--- config.mk ---
export PLATFORM = sky130hd
export DESIGN_NAME = amux_top
export DESIGN_NICKNAME = d
export VERILOG_FILES = /design/src/design/amux_pkg.sv /design/src/design/amux_top.sv
export SDC_FILE = /design/constraint.sdc
export NUM_CORES = 1
export LEC_CHECK = 0
export ABC_AREA = 1
export BUFFER_PORTS_ARGS = -buffer_cell sky130_fd_sc_hd__buf_2
export CORE_UTILIZATION = 60
export CTS_CLUSTER_SIZE = 40
export DETAILED_ROUTE_END_ITERATION = 16
export PLACE_DENSITY_LB_ADDON = 0.08
export SYNTH_ARGS = -nofsm -noshare
export SYNTH_HDL_FRONTEND = slang
export SYNTH_SLANG_ARGS = --single-unit
--- constraint.sdc ---
create_clock -name clock_in -period 5.06 [get_ports clock_in]
set_input_delay 1.265 -clock clock_in [delete_from_list [all_inputs] [get_ports clock_in]]
set_output_delay 1.265 -clock clock_in [all_outputs]
set_load 0.005 [all_outputs]
--- src/design/amux_pkg.sv ---
// constants, types and register map of the four-port aui multiplexer control block
package amux_pkg;
  localparam int NUM_PORTS = 4;
  localparam int REF_MHZ = 10;
  localparam int JAB_TIME_US = 13500;
  localparam int SQE_DELAY_NS = 1100;
  localparam int SQE_LEN_NS = 1000;
  localparam int LED_TIME_US = 1000;
  localparam int JAB_TICKS = JAB_TIME_US * REF_MHZ;
  localparam int SQE_DELAY_TICKS = SQE_DELAY_NS * REF_MHZ / 1000;
  localparam int SQE_LEN_TICKS = SQE_LEN_NS * REF_MHZ / 1000;
  localparam int LED_TICKS = LED_TIME_US * REF_MHZ;
  localparam int SQE_CNT_W = 4;
  localparam int NUM_LAMPS = 6;
  // register byte offsets
  localparam logic [7:0] OFF_STATUS = 8'h00;
  localparam logic [7:0] OFF_MASK = 8'h04;
  localparam logic [7:0] OFF_CTRL = 8'h08;
  localparam logic [7:0] OFF_STATE = 8'h0C;
  // ctrl fields
  localparam int CTRL_SQE_OFF = 0;
  localparam int CTRL_LOOP_FORCE = 1;
  localparam int CTRL_PORT_DIS = 4;
  localparam logic [7:0] CTRL_RST = 8'h00;
  localparam logic [5:0] MASK_RST = 6'h00;
  localparam logic [1:0] RESP_OKAY = 2'b00;
  localparam logic [1:0] RESP_SLVERR = 2'b10;
  typedef struct packed {
    logic [3:0] jabber;
    logic mau_col;
    logic dte_col;
  } amux_evt_type;
  typedef struct packed {
    logic [3:0] sqe;
    logic col;
    logic loop;
    logic [3:0] jabber;
    logic [3:0] sending;
  } amux_state_type;
  typedef enum logic [1:0] {
    SQE_IDLE,
    SQE_WAIT,
    SQE_PULSE
  } amux_sqe_state_type;
endpackage

--- src/design/amux_top.sv ---
// four-port aui multiplexer control with axi4-lite registers
`timescale 1ns/1ps
`default_nettype none
module amux_top
  import amux_pkg::*;
#(
  parameter int JABBER_TICKS = JAB_TICKS,
  parameter int LAMP_TICKS = LED_TICKS,
  parameter int JAB_W = 18,
  parameter int LED_W = 14
) (
  input wire logic clock_in,
  input wire logic sys_rst_in,
  input wire logic osc_in,
  output logic osc_cascade_out,
  input wire logic [3:0] dte_send_pair_in,
  input wire logic [3:0] dte_send_pair_active_in,
  output logic mau_send_pair_out,
  output logic mau_send_pair_active_out,
  input wire logic mau_recv_pair_in,
  input wire logic mau_recv_pair_active_in,
  output logic [3:0] dte_recv_pair_out,
  output logic [3:0] dte_recv_pair_active_out,
  input wire logic mau_col_pair_in,
  output logic [3:0] dte_col_pair_out,
  input wire logic [3:0] quality_test_enable_n_in,
  input wire logic cascade_send_active_in,
  input wire logic cascade_col_in,
  output logic cascade_send_active_out,
  output logic cascade_col_out,
  output logic contention_lamp_n_out,
  output logic babble_lamp_port1_n_out,
  output logic babble_lamp_port2_n_out,
  output logic babble_lamp_port3_n_out,
  output logic babble_lamp_port4_n_out,
  output logic send_lamp_port1_n_out,
  output logic send_lamp_port2_n_out,
  output logic send_lamp_port3_n_out,
  output logic send_lamp_port4_n_out,
  input wire logic receive_lamp_loop_select_n_in,
  output logic receive_lamp_loop_select_n_out,
  output logic receive_lamp_loop_select_n_oe_out,
  output logic irq_out,
  input wire logic [7:0] s_axi_awaddr,
  input wire logic s_axi_awvalid,
  output logic s_axi_awready,
  input wire logic [31:0] s_axi_wdata,
  input wire logic [3:0] s_axi_wstrb,
  input wire logic s_axi_wvalid,
  output logic s_axi_wready,
  output logic [1:0] s_axi_bresp,
  output logic s_axi_bvalid,
  input wire logic s_axi_bready,
  input wire logic [7:0] s_axi_araddr,
  input wire logic s_axi_arvalid,
  output logic s_axi_arready,
  output logic [31:0] s_axi_rdata,
  output logic [1:0] s_axi_rresp,
  output logic s_axi_rvalid,
  input wire logic s_axi_rready
);
  if (JABBER_TICKS < 2 || JABBER_TICKS >= 2 ** JAB_W) begin : g_chk_jab
    $error("jabber limit does not fit its counter");
  end
  if (LAMP_TICKS < 1 || LAMP_TICKS >= 2 ** LED_W) begin : g_chk_led
    $error("lamp time does not fit its counter");
  end

  // reference clock sampling and 10 mhz tick
  logic osc_q;
  logic osc_prev_q;
  logic tick;
  always_ff @(posedge clock_in) begin
    if (sys_rst_in) begin
      osc_q <= 1'b0;
      osc_prev_q <= 1'b0;
    end else begin
      osc_q <= osc_in;
      osc_prev_q <= osc_q;
    end
  end
  assign tick = osc_q & ~osc_prev_q;
  assign osc_cascade_out = osc_q;

  // registers
  amux_evt_type status_q;
  logic [5:0] mask_q;
  logic [7:0] ctrl_q;
  amux_state_type state_w;
  amux_evt_type evt;
  logic [3:0] port_dis;
  logic sqe_off;
  logic loop_pin_q;
  logic loop;
  assign port_dis = ctrl_q[CTRL_PORT_DIS +: 4];
  assign sqe_off = ctrl_q[CTRL_SQE_OFF];
  assign loop = loop_pin_q | ctrl_q[CTRL_LOOP_FORCE];

  // per-port jabber, activity and sqe test
  logic [3:0] sending;
  logic [3:0] jab;
  logic [3:0] sqe_on;
  logic [3:0] jab_evt;
  for (genvar i = 0; i < NUM_PORTS; i++) begin : g_port
    logic raw;
    logic [JAB_W-1:0] jcnt_q;
    logic jab_q;
    logic was_q;
    logic at_lim;
    logic sqe_go;
    amux_sqe_state_type sst_q;
    logic [SQE_CNT_W-1:0] scnt_q;
    assign raw = dte_send_pair_active_in[i] & ~port_dis[i];
    assign at_lim = jcnt_q == JAB_W'(JABBER_TICKS - 1);
    assign jab_evt[i] = raw & tick & ~jab_q & at_lim;
    assign sending[i] = raw & ~jab_q;
    assign jab[i] = jab_q;
    assign sqe_on[i] = sst_q == SQE_PULSE;
    assign sqe_go = was_q & ~raw & ~jab_q & ~quality_test_enable_n_in[i] & ~sqe_off;
    always_ff @(posedge clock_in) begin
      if (sys_rst_in) begin
        jcnt_q <= '0;
        jab_q <= 1'b0;
        was_q <= 1'b0;
      end else begin
        was_q <= sending[i];
        if (!raw) begin
          jcnt_q <= '0;
          jab_q <= 1'b0;
        end else if (tick && !jab_q) begin
          jcnt_q <= jcnt_q + 1'b1;
          if (at_lim) begin
            jab_q <= 1'b1;
          end
        end
      end
    end
    always_ff @(posedge clock_in) begin
      if (sys_rst_in) begin
        sst_q <= SQE_IDLE;
        scnt_q <= '0;
      end else begin
        unique case (sst_q)
          SQE_IDLE: begin
            scnt_q <= '0;
            if (sqe_go) begin
              sst_q <= SQE_WAIT;
            end
          end
          SQE_WAIT: begin
            if (raw) begin
              sst_q <= SQE_IDLE;
            end else if (tick) begin
              scnt_q <= scnt_q + 1'b1;
              if (scnt_q == SQE_CNT_W'(SQE_DELAY_TICKS - 1)) begin
                sst_q <= SQE_PULSE;
                scnt_q <= '0;
              end
            end
          end
          SQE_PULSE: begin
            if (jab_q) begin
              sst_q <= SQE_IDLE;
            end else if (tick) begin
              scnt_q <= scnt_q + 1'b1;
              if (scnt_q == SQE_CNT_W'(SQE_LEN_TICKS - 1)) begin
                sst_q <= SQE_IDLE;
              end
            end
          end
          default: sst_q <= SQE_IDLE;
        endcase
      end
    end
  end

  // collision detection and data paths
  logic multi;
  logic dte_col;
  logic any_col;
  logic any_send;
  logic send_bit;
  logic jam_q;
  logic dte_col_prev_q;
  logic mau_col_prev_q;
  assign multi = (sending & (sending - 4'd1)) != 4'd0;
  assign any_send = |sending;
  assign dte_col = multi | (any_send & cascade_send_active_in) | cascade_col_in;
  assign any_col = dte_col | mau_col_pair_in;
  assign send_bit = |(sending & dte_send_pair_in);
  assign cascade_send_active_out = any_send;
  assign cascade_col_out = multi | (any_send & cascade_send_active_in);
  assign evt.dte_col = dte_col & ~dte_col_prev_q;
  assign evt.mau_col = mau_col_pair_in & ~mau_col_prev_q;
  assign evt.jabber = jab_evt;

  always_ff @(posedge clock_in) begin
    if (sys_rst_in) begin
      jam_q <= 1'b0;
      dte_col_prev_q <= 1'b0;
      mau_col_prev_q <= 1'b0;
      mau_send_pair_out <= 1'b0;
      mau_send_pair_active_out <= 1'b0;
      dte_recv_pair_out <= 4'h0;
      dte_recv_pair_active_out <= 4'h0;
      dte_col_pair_out <= 4'h0;
    end else begin
      dte_col_prev_q <= dte_col;
      mau_col_prev_q <= mau_col_pair_in;
      if (tick) begin
        jam_q <= ~jam_q;
      end
      mau_send_pair_out <= dte_col ? jam_q : send_bit;
      mau_send_pair_active_out <= any_send | dte_col;
      if (loop) begin
        dte_recv_pair_out <= {4{send_bit}};
        dte_recv_pair_active_out <= {4{any_send}};
      end else begin
        dte_recv_pair_out <= {4{mau_recv_pair_in}};
        dte_recv_pair_active_out <= {4{mau_recv_pair_active_in}};
      end
      dte_col_pair_out <= {4{osc_q}} & ({4{any_col}} | jab | sqe_on);
    end
  end

  // contention, send and receive lamps with stretchers; babble lamps follow jabber directly
  logic [NUM_LAMPS-1:0] lamp_evt;
  logic [NUM_LAMPS-1:0] lamp_lit;
  assign lamp_evt = {mau_recv_pair_active_in, sending, any_col};
  for (genvar l = 0; l < NUM_LAMPS; l++) begin : g_lamp
    logic [LED_W-1:0] cnt_q;
    always_ff @(posedge clock_in) begin
      if (sys_rst_in) begin
        cnt_q <= '0;
      end else if (lamp_evt[l]) begin
        cnt_q <= LED_W'(LAMP_TICKS);
      end else if (tick && cnt_q != '0) begin
        cnt_q <= cnt_q - 1'b1;
      end
    end
    assign lamp_lit[l] = cnt_q != '0;
  end
  assign contention_lamp_n_out = ~lamp_lit[0];
  assign send_lamp_port1_n_out = ~lamp_lit[1];
  assign send_lamp_port2_n_out = ~lamp_lit[2];
  assign send_lamp_port3_n_out = ~lamp_lit[3];
  assign send_lamp_port4_n_out = ~lamp_lit[4];
  assign babble_lamp_port1_n_out = ~jab[0];
  assign babble_lamp_port2_n_out = ~jab[1];
  assign babble_lamp_port3_n_out = ~jab[2];
  assign babble_lamp_port4_n_out = ~jab[3];
  assign receive_lamp_loop_select_n_out = 1'b0;
  assign receive_lamp_loop_select_n_oe_out = lamp_lit[5];

  // loop strap sampled only while the lamp driver is off
  always_ff @(posedge clock_in) begin
    if (sys_rst_in) begin
      loop_pin_q <= 1'b0;
    end else if (!lamp_lit[5]) begin
      loop_pin_q <= ~receive_lamp_loop_select_n_in;
    end
  end

  // axi4-lite write channel
  logic aw_hold_q;
  logic w_hold_q;
  logic [7:0] awaddr_q;
  logic [31:0] wdata_q;
  logic [3:0] wstrb_q;
  logic do_write;
  logic wr_status;
  logic wr_mask;
  logic wr_ctrl;
  logic wr_ok;
  assign s_axi_awready = ~aw_hold_q & ~s_axi_bvalid;
  assign s_axi_wready = ~w_hold_q & ~s_axi_bvalid;
  assign do_write = aw_hold_q & w_hold_q & ~s_axi_bvalid;
  assign wr_status = do_write & (awaddr_q == OFF_STATUS) & wstrb_q[0];
  assign wr_mask = do_write & (awaddr_q == OFF_MASK) & wstrb_q[0];
  assign wr_ctrl = do_write & (awaddr_q == OFF_CTRL) & wstrb_q[0];
  assign wr_ok = (awaddr_q == OFF_STATUS) | (awaddr_q == OFF_MASK)
    | (awaddr_q == OFF_CTRL) | (awaddr_q == OFF_STATE);
  always_ff @(posedge clock_in) begin
    if (sys_rst_in) begin
      aw_hold_q <= 1'b0;
      w_hold_q <= 1'b0;
      awaddr_q <= 8'h00;
      wdata_q <= 32'h0000_0000;
      wstrb_q <= 4'h0;
      s_axi_bvalid <= 1'b0;
      s_axi_bresp <= RESP_OKAY;
    end else begin
      if (s_axi_awvalid && s_axi_awready) begin
        aw_hold_q <= 1'b1;
        awaddr_q <= {s_axi_awaddr[7:2], 2'b00};
      end
      if (s_axi_wvalid && s_axi_wready) begin
        w_hold_q <= 1'b1;
        wdata_q <= s_axi_wdata;
        wstrb_q <= s_axi_wstrb;
      end
      if (do_write) begin
        aw_hold_q <= 1'b0;
        w_hold_q <= 1'b0;
        s_axi_bvalid <= 1'b1;
        s_axi_bresp <= wr_ok ? RESP_OKAY : RESP_SLVERR;
      end else if (s_axi_bready) begin
        s_axi_bvalid <= 1'b0;
      end
    end
  end

  // status, mask, ctrl; a new event wins over its clear
  always_ff @(posedge clock_in) begin
    if (sys_rst_in) begin
      status_q <= '0;
      mask_q <= MASK_RST;
      ctrl_q <= CTRL_RST;
    end else begin
      status_q <= (status_q & ~(wr_status ? wdata_q[5:0] : 6'h00)) | evt;
      if (wr_mask) begin
        mask_q <= wdata_q[5:0];
      end
      if (wr_ctrl) begin
        ctrl_q <= wdata_q[7:0];
      end
    end
  end
  assign irq_out = |(status_q & mask_q);

  // axi4-lite read channel
  logic [7:0] rd_addr;
  logic [31:0] rd_mux;
  logic rd_ok;
  assign state_w = {sqe_on, any_col, loop, jab, sending};
  assign rd_addr = {s_axi_araddr[7:2], 2'b00};
  assign rd_ok = (rd_addr == OFF_STATUS) | (rd_addr == OFF_MASK)
    | (rd_addr == OFF_CTRL) | (rd_addr == OFF_STATE);
  assign rd_mux = (rd_addr == OFF_STATUS) ? {26'h0, status_q}
    : (rd_addr == OFF_MASK) ? {26'h0, mask_q}
    : (rd_addr == OFF_CTRL) ? {24'h0, ctrl_q}
    : (rd_addr == OFF_STATE) ? {18'h0, state_w}
    : 32'h0000_0000;
  assign s_axi_arready = ~s_axi_rvalid;
  always_ff @(posedge clock_in) begin
    if (sys_rst_in) begin
      s_axi_rvalid <= 1'b0;
      s_axi_rdata <= 32'h0000_0000;
      s_axi_rresp <= RESP_OKAY;
    end else if (s_axi_arvalid && s_axi_arready) begin
      s_axi_rvalid <= 1'b1;
      s_axi_rdata <= rd_mux;
      s_axi_rresp <= rd_ok ? RESP_OKAY : RESP_SLVERR;
    end else if (s_axi_rready) begin
      s_axi_rvalid <= 1'b0;
    end
  end
endmodule
`default_nettype wire

==> flow_metrics.py <==
metrics = {
    "hold_path": {
        "min_path_type": "reg2reg",
        "holdCritStartpoint": "mau_col_prev_q",
    },
    "layout": {
        "final_layout_size_suffix_gt1_frac": 0.113,
        "syn_to_final_growth_pct": 12.0,
        "fin_area_mm2": 0.0149,
        "nets": 2103,
        "nFillCells": 1953,
        "final_cell_count_no_fill": 2291,
    },
    "clock_tree": {
        "clk_pin_slew_ns": 0.06,
        "post_cts_buffers": 0,
        "cts_buffer_depth": 3,
        "clock_latency_ns": 0.55,
        "ctsHoldBuffers": 0,
        "cts-root-buf": "clkbuf_16",
        "postCtsResizedCells": 0,
        "htree_levels": 1,
        "tritoncts": "built",
        "cts_buffers": 29,
        "clock-sinks": 257,
    },
    "synthesis": {
        "synthXorXnorAreaFrac": 0.0297,
        "synth_seq_cells": 257,
        "netlist_area_mm2": 0.0133,
        "synth_most_common_cell": "nand2_1",
        "synthSimpleGateAreaFrac": 0.313,
        "synth_edf_count": 0,
        "ys.flop_type": "dfxtp_1",
        "synthCells": 1895,
        "ys_warn_count": 0,
        "synth_top_family_by_area": "simple AND/OR/NAND/NOR gates",
        "synth_top_cell_area_share": 0.388,
        "synth_fa_ha_area_frac": 0.0368,
        "yosys-top-cells-count": "nand2_1, dfxtp_1, nor2_1",
        "synthMuxAreaShare": 0,
        "ys_top_cells_by_area": "dfxtp_1, nand2_1, nor2_1",
        "syn_avg_cell_area_um2": 7.00,
        "ys_seq_area_frac": 0.388,
        "yosysTopAreaCell": "dfxtp_1",
        "synthArstFlopShare": 0,
        "synth_compound_area_frac": 0.132,
        "synth_cell_types": 48,
    },
    "run": {
        "drv_cap": 0,
    },
    "placed_design": {
        "gp_congestion": 0.861,
        "numPortBuffers": 95,
        "post_dp_cell_area_mm2": 0.0138,
        "dpl.cell_count": 2235,
        "dp.final_hpwl_mm": 22.3,
    },
    "status": {
        "outcome": "finished, final reports clean",
    },
    "power": {
        "clockPowerShare": 0.411,
        "p_sw_w": 0.00159,
        "swShare": 0.296,
        "power.density_mw_per_mm2": 362,
        "combPwrFrac": 0.177,
        "cellLeakagePower_nw": 6.42,
        "power_w": 0.00537,
        "seqPwrFrac": 0.412,
        "ir_drop_mv": 0.331,
        "p_int_w": 0.00378,
    },
    "timing": {
        "worstMarginPinSlew_ns": 0.792,
        "timing.setup.tns_ns": 0,
        "slew_headroom": 0.470,
        "layout_min_cycle_time_ns": 3.57,
        "rsz0062_at_grt": "no",
        "timing.final.hold_violations": 0,
        "period_share": 0.706,
        "clock_skew_ns": 0.0148,
        "slew_viol_final": 0,
        "fmax_mhz": 280,
        "setup_viol": 0,
        "hold_ws_ns": 0.438,
    },
    "route": {
        "firstDrtPassIters": 5,
        "wl_per_cell_um": 13.5,
        "detail_route.drc_violations": 0,
        "drt_iter0_drc": 632,
        "vias": 12300,
        "detail-route-antenna-nets": 0,
        "viasPerCell": 5.38,
        "wl_mm": 31.0,
    },
    "critical_path": {
        "arrival_ns": 2.31,
        "max_stage_delay_ns": 0.39,
        "start_kind": "input port",
        "crit_top_cell": "nand2_1",
        "cp_top_family": "simple AND/OR/NAND/NOR gates",
        "cp_max_fo": 3,
        "cp-end-kind": "output port",
        "rr_startpoint": "osc_cascade_out",
        "critPathBufInv": 2,
        "crit_type": "in2out",
        "cp-startpoint": "dte_send_pair_active_in[3]",
        "critPathSlowestCell": "nor2_1",
        "worstPathRequired_ns": 3.80,
        "crit_chain": "buf_2 -> nand2_1 -> nor2_1 -> nand2_1 -> nand2_1 -> nor2_4 -> nand2_1 -> buf_2",
    },
    "global_routing": {
        "first_global_vias": 11200,
        "grt_usage": 0.274,
        "antenna_found_initial": 2,
        "grt.overflow.total": 0,
        "grt_max_degree": 43,
        "grt_pass1_wl_mm": 51.1,
    },
    "die": {
        "num_rows": 54,
        "start_util": 0.610,
        "core-area_mm2": 0.0218,
        "die_h_um": 151,
        "die_w_um": 151,
        "die_area_mm2": 0.0227,
        "num_io_pins": 148,
    },
}
layout by cell type, fill, tap and decap left out, types with 7 or more instances in the layout:
cell       count
conb_1        21
clkbuf_16     29
nand2_1      342
inv_1        241
nor2_1       257
inv_2         15
nand3_1      124
dfxtp_1      257
o21ai_1        9
nor2_2         9
or2_2         11
xor2_1        25
ha_1          39
buf_2         95
nor4_1         8
nand4_1       48
o21ai_0      123
nor3_1        35
clkinv_2      11
nor2_4         9
a21oi_1      174
o22ai_1       16
nand3b_1       7
nand2_4        8
xnor2_1       20
or2_0          7
layout make-up:
class	instances	area, um2	area share
diodes	2	5.00	0.000337
clock inverters	21	246	0.0166
flip-flops and latches	257	5140	0.346
inverters	260	976	0.0657
repair buffers	100	513	0.0345
multi-input cells	1338	6860	0.462
clock buffers	33	761	0.0512
well taps	280	350	0.0236
cells by family (layout without fill, tap and decap cells):
| group | count (synthesis) | count (layout) |
|---|---|---|
| simple gates | 895 | 895 |
| compound gates | 338 | 338 |
| buf+inv | 320 | 414 |
| flops | 257 | 257 |
| xor+xnor | 45 | 45 |
| fa+ha+maj | 39 | 39 |
| other cells | 1 | 23 |
through the flow:
stage / setup WS, ns / util
after floorplan: 2.00 / -
after global placement: 1.53 / 0.637
after detailed placement: 1.52 / 0.637
after CTS: 1.51 / 0.683
after global routing: 1.34 / 0.683
final: 1.49 / 0.683
worst reg2reg max path, delay by kind of cell, from the launching register on:
kind,cells,cell delay [ns]
simple gates,3,1.03
buf+inv,2,0.44
flops,1,0.40
compound gates,2,0.26
sequential cells by signal, summed over array words and instances, names as in the netlist, 6 cells and up:
name,count
g_lamp.cnt_q,84
g_port.jcnt_q,72
g_port.scnt_q,16
s_axi_rdata,14
ctrl_q,8
g_port.sst_q,8
wdata_q,8
awaddr_q,6
mask_q,6
status_q,6
final timing paths:
check                  endpoint  slack, ns  cells after the start
max             cascade_col_out       1.49                      8
min                 status_q[1]       0.44                      1
max reg2reg  g_lamp[5].cnt_q[3]       2.81                      7
min reg2reg         status_q[1]       0.44                      1
power groups by stage:
stage / Combinational (W) / Sequential, W / Clock [W]
3_3_place_gp: 0.000910 / 0.00225 / 0
3_5_place_dp: 0.000931 / 0.00225 / 0
4_1_cts: 0.000942 / 0.00221 / 0.00224
6_report: 0.000951 / 0.00221 / 0.00221
2_1_floorplan: 0.000729 / 0.00223 / 0
5_1_grt: 0.00109 / 0.00222 / 0.00231
metal layers:
layer / global-route usage / share of wire / vias to the layer above
met3: 0.0352 / 0.062 / 71
met5: 0 / 0 / -
li1: - / - / 6294
met1: 0.354 / 0.45 / 5614
met2: 0.470 / 0.46 / 346
met4: 0.0940 / 0.033 / 0
(Power assumes the default switching activity.)
